<file path="config.mk">
export PLATFORM = sky130hd
export DESIGN_NAME = sec_fifo
export DESIGN_NICKNAME = d
export VERILOG_FILES = /design/src/design/sec_checker.sv
export SDC_FILE = /design/constraint.sdc
export NUM_CORES = 2
export LEC_CHECK = 0
export ABC_AREA = 1
export BUFFER_PORTS_ARGS = -buffer_cell sky130_fd_sc_hd__buf_2
export CAP_MARGIN = 20
export CORE_ASPECT_RATIO = 0.8
export CORE_MARGIN = 2
export CORE_UTILIZATION = 39
export CTS_BUF_LIST = sky130_fd_sc_hd__clkbuf_16
export DETAILED_ROUTE_END_ITERATION = 16
export GPL_ROUTABILITY_DRIVEN = 0
export HOLD_SLACK_MARGIN = 0.06
export PLACE_DENSITY = 0.64
export SYNTH_ARGS = -nofsm -noshare
export SYNTH_HDL_FRONTEND = slang
export SYNTH_SLANG_ARGS = --single-unit
export TNS_END_PERCENT = 100
</file>
<file path="constraint.sdc">
create_clock -name clk -period 15.8 [get_ports clk]
set_input_delay 3.16 -clock clk [delete_from_list [all_inputs] [get_ports clk]]
set_output_delay 3.16 -clock clk [all_outputs]
set_load 0.01 [all_outputs]
</file>
<file path="src/design/sec_checker.sv">
// In-line ECC checker: FIFO for read data and the checker top module
`timescale 1ns/1ps

// ==========================================================
// Synchronous FIFO
module sec_fifo #(
	parameter int WIDTH = 72,
	parameter int DEPTH = 32
) (
	// Clock and reset
	input wire logic clk,
	input wire logic rst_n,
	// Fill side
	input wire logic in_valid,
	output logic in_ready,
	input wire logic [WIDTH-1:0] in_data,
	// Drain side
	output logic out_valid,
	input wire logic out_ready,
	output logic [WIDTH-1:0] out_data
);
	localparam int AW = $clog2(DEPTH);
	logic [WIDTH-1:0] mem [DEPTH];
	logic [AW-1:0] wr_ptr;
	logic [AW-1:0] rd_ptr;
	logic [AW:0] count;
	logic push;
	logic pop;

	assign in_ready = count != (AW+1)'(DEPTH);
	assign out_valid = count != '0;
	assign out_data = mem[rd_ptr];
	assign push = in_valid && in_ready;
	assign pop = out_valid && out_ready;

	always_ff @(posedge clk) begin
		if (push)
			mem[wr_ptr] <= in_data;
	end

	always_ff @(posedge clk or negedge rst_n) begin
		if (!rst_n) begin
			wr_ptr <= '0;
			rd_ptr <= '0;
			count <= '0;
		end else begin
			if (push)
				wr_ptr <= (wr_ptr == AW'(DEPTH-1)) ? '0 : wr_ptr + 1'b1;
			if (pop)
				rd_ptr <= (rd_ptr == AW'(DEPTH-1)) ? '0 : rd_ptr + 1'b1;
			count <= count + (AW+1)'(push) - (AW+1)'(pop);
		end
	end
endmodule // sec_fifo
 // sec_checker

</file>
# Yosys cells after proc, flatten, opt, wreduce, memory -nomap -nowiden

Memories as Yosys holds them, arrays and structs flattened.
Cells that the tools add are included.

Add/subtract/negate cells: 4
Multipliers: 0
Div/mod/pow operators: 0
$lt $le $gt $ge: 0
Equality and inequality tests: 3
Shift-type cells: 0
Mux-type cells: 4
Bitwise gates (word level): 0
Reductions and logical operators: 3

Operator list:

| cell                  | count |
|---|---|
| $add A5 B1 Y5 const B | 2 |
| $eq A5 B5 Y1 const B  | 2 |
| $mux W5               | 2 |
| $add A6 B1 Y6         | 1 |
| $ne A6 B6 Y1 const B  | 1 |
| $reduce_bool A6 Y1    | 1 |
| $sub A6 B1 Y6         | 1 |
| $logic_and A1 B1 Y1   | 2 |
| $mux W1               | 2 |

Register bits: 16
Bits in latches: 0
Memory bits (writable): 2304
Bits in read-only memories: 0
Bits of input ports: 76
Output and inout bits: 74
Word-level logic and storage cells: 18
Memories kept: 1

Memory list:

| name | words | width | read ports | clocked after Yosys merged registers in | wr ports | RTL line | RTL |
|---|---|---|---|---|---|---|---|
| mem  | 32    | 72    | 1          | 0                                       | 1        | 23       | `logic [WIDTH-1:0] mem [DEPTH];` |

# Depth between registers and ports, before layout

Depth in word-level cells: 4
Depth in mapped cells: 14
Mapped depth without buffers: 13

# Least setup slack after synthesis

Ideal clock, no wire load.

Path type: input to register
From: input port in_valid
To: memory mem[7][0] (enable)
Setup time: 0.591 ns
Data arrival time: 8.161 ns
Required time: 15.209 ns
Path slack: 7.049 ns
Stages on the path: 2
Path buffers: 0
Cell sequence: nand2_2 > nor3_1

Longest elaborated chain between the ends: 3

Ends and longest elaborated chain:

| what                          | RTL line | RTL |
|---|---|---|
| from (decl)                   | 14       | `input wire logic in_valid,` |
| $logic_and A1 B1 Y1           | 33       | `assign push = in_valid && in_ready;` |
| $mux W1                       | 37       | `if (push)` |
| $mux W1 (implied by the code) | 38       | `mem[wr_ptr] <= in_data;` |
| to (decl)                     | 23       |  |

No other way between the ends.

# Worst setup path in the final report

From: register rd_ptr[0]
To: output port out_data[53]

Longest elaborated chain between the ends: 1

Ends and longest elaborated chain:

| what                   | RTL line | RTL |
|---|---|---|
| from (decl)            | 25       | `logic [AW-1:0] rd_ptr;` |
| from (signal assigned) | 50       | `rd_ptr <= (rd_ptr == AW'(DEPTH-1)) ? '0 : rd_ptr + 1'b1;` |
| $mem_v2 Z32 W72        | --       |  |
| to (decl)              | 20       | `output logic [WIDTH-1:0] out_data` |

No other way between the ends.

==> out/metrics.cfg <==
[clock_network]
cts_tree=done
cts_hold_buffers=0
clk_latency_ps=890
numCtsBuffers=233
clock_path_buffers=3
post-cts-setup-buffers=0
clk_pin_slew_worst_paths_ps=60
htree_levels=4
ctsResizeCount=0
root_buffer=clkbuf_16
numClockSinks=2320

[synth]
ys_types=26
yosys_warnings=0
synth_seq_area_share_pct=69.4
synthTopCellsByArea=edfxtp_1 (69%), nand2_1 (13%), nand3_1 (6.7%)
synthesis.area_um2=100000
yosysTopAreaCellShare_pct=69.0
syn_nets=9941
ys_seq_elements=2320
synth_cells=9848
yosysTopAreaCell=edfxtp_1
syn_avg_cell_area_um2=10.2

[final_layout]
fill_cells=23465
stdcell_area_um2=112000
drive_gt1_share_pct=6.17
areaGrowthSynthToFinish_pct=11.4
design.final.nets=9961

[worst_setup_path]
cp_max_fo=92
regToRegSetupSlack_ps=11000
crit_type=register to primary output
r2r_cells=9
cp.required_ps=12640
endpoint_kind=primary output
startpoint_type=register
cp_data_arrival_time_ps=6750
r2r-start=count[2]
reg2reg_to=mem[10][47]
crit_start=rd_ptr[0]

[route]
routed_via_density=5.00
via_count=67585
ant_nets=0
drt_wl_total_mm=279
drc=0
avgRoutedWirePerCell_um=20.6
dr.pass1.iters=9
drt_iter0_drc=7923

[power_and_ir_drop]
combPwrFrac_pct=31.3
power_density_nw_per_um2=165
swShare_pct=36.7
netSwitchingPower_uw=6770
irDropWorstVdd_mv=0.175
clkPwrFrac_pct=29.0
p_total_uw=18400
internal_power_uw=11600
seqPwrFrac_pct=39.7
power_leakage_uw=0.0477

[die]
fp.dieArea_um2=261000
initial_core_util_pct=39.2
row_count=166
chipHeight_um=458
die_w_um=571
pin_count=150
core_area_um2=256000

[grt]
track_usage_pct=21.1
antenna_found_initial=49
grt_pass1_vias=64701
grt.overflow.total=0
grt_max_degree=228
grt_first_pass_wirelength_mm=413

[sta]
hold_viol=0
min_period_ps=9910
slew_headroom_pct=16.0
clock.fmax_ghz=0.101
tightest_slew_ps=1260
maxSlewViolCount=0
finClkSkew_ps=19.0
tns_ps=0
setup_violations=0
period_share_pct=62.7
holdWs_ps=510
rsz0062_at_grt=no

[worst_hold_path]
min_from=count[0]
hold_path_end=count[0]
hold_depth=1
hold_path.class=register to register

[placement]
hpwl_mm=135
port_buffers=149
dpl_cell_area_um2=104000

[job]
cap_violations=0

[status]
outcome=completed

## cells in the final DEF (no fill, tap or decap)
master      instances
inv_2               1
nand3_1          1343
diode_2             9
clkinvlp_4          3
o21ai_0             9
buf_12              7
buf_16              2
xor2_1              3
bufinv_16          20
inv_1            1811
nor3_1              3
dfrtp_1            12
buf_4             104
inv_16              3
clkinv_8            5
clkinv_2           41
a31oi_1             1
inv_6               6
edfxtp_1         2304
fa_1                1
buf_2             149
nand2_2             1
nor3_2              4
nand2_1          3568
inv_8               5
clkbuf_16         234
a21o_1              1
inv_4               1
nor3b_1             3
ha_1               16
nor2_4             29
a21oi_1            54
nor2_1            243
dfrtp_4             4
clkinv_4            2
nand4_1             3
clkinv_1           64
xnor2_1             1
## synth_stat cells
cell type,instances
buf_1,82
buf_2,237
dfrtp_1,16
clkbuf_1,118
xnor2_1,1
o21ai_0,9
nand2_2,1
nor2_4,1
fa_1,1
a21oi_1,54
inv_2,6
ha_1,16
nand4_1,3
buf_6,5
clkinv_1,1
xor2_1,3
nor3b_1,3
nor3_1,7
edfxtp_1,2304
inv_1,1761
nand3_1,1343
buf_4,35
a21o_1,1
nand2_1,3568
nor2_1,271
a31oi_1,1
## power groups by stage
stage                     Sequential (µW)  Clock (µW)  Combinational, µW
after floorplan                      7340           0               3740
after global placement               7430           0               5680
after detailed placement             7440           0               5740
after CTS                            7310        5410               5770
after global routing                 7330        5640               6350
final                                7310        5340               5770
## layout make-up
cell class	instances	area (µm²)	share of cell area, %
clock inverters	194	1470	1.31
repair buffers	262	1720	1.54
multi-input cells	5283	22000	19.7
well taps	3444	4310	3.86
diodes	9	22.5	0.0202
flip-flops and latches	2320	69600	62.3
clock buffers	234	5860	5.24
inverters	1768	6680	5.98
## routing by layer
layer	vias up	GRT usage, %	share of wire [%]	wire length [µm]
li1	31427	-	-	-
met1	32554	28.2	41	114000
met2	3013	34.6	47	130000
met3	559	3.67	8.8	24600
met4	32	7.21	3.2	8930
met5	-	0	0.066	183
## logic make-up (layout without fill, tap and decap cells)
kind of cell / count (synthesis) / in the layout / synth area share [%]
simple gates: 5197 / 5197 / 21.2
flops: 2320 / 2320 / 69.4
buf+inv: 2245 / 2458 / 8.87
compound gates: 65 / 65 / 0.328
fa+ha+maj: 17 / 17 / 0.220
xor+xnor: 4 / 4 / 0.0349
other cells: 0 / 9 / 0
## flip-flops by register name, summed over array words and instances (netlist names)
name    flops
mem      2304
count       6
rd_ptr      5
wr_ptr      5
## per-stage QoR
| stage | util [%] | std cells | setup WS, ps |
|---|---|---|---|
| 2_1_floorplan | - | 9848 | 7050 |
| 3_3_place_gp | 40.8 | 13075 | 6990 |
| 3_5_place_dp | 40.8 | 13075 | 6930 |
| 4_1_cts | 43.7 | 13503 | 5960 |
| 5_1_grt | 43.7 | 13511 | 5550 |
| 6_report | 43.7 | 13514 | 5890 |
## worst max-delay path: stages (launching register included)
cell	delay (ps)
dfrtp_4	1000
buf_4	810
buf_4	920
buf_4	860
buf_4	830
nand2_1	110
nand2_1	100
nand2_1	60
nand3_1	110
nand3_1	80
nand2_1	200
nand2_1	150
nand2_1	230
buf_2	170
## worst max-delay path by stage
| stage | to | slack (ps) | depth (start not counted) |
|---|---|---|---|
| 6_report | out_data[53] | 5890 | 13 |
| 5_1_grt | out_data[54] | 5550 | 13 |
| 4_1_cts | out_data[54] | 5960 | 13 |
| 3_5_place_dp | out_data[54] | 6930 | 13 |
| 3_3_place_gp | out_data[53] | 6990 | 13 |
| 2_1_floorplan | mem[7][0] | 7050 | 2 |
(Power assumes the default switching activity.)
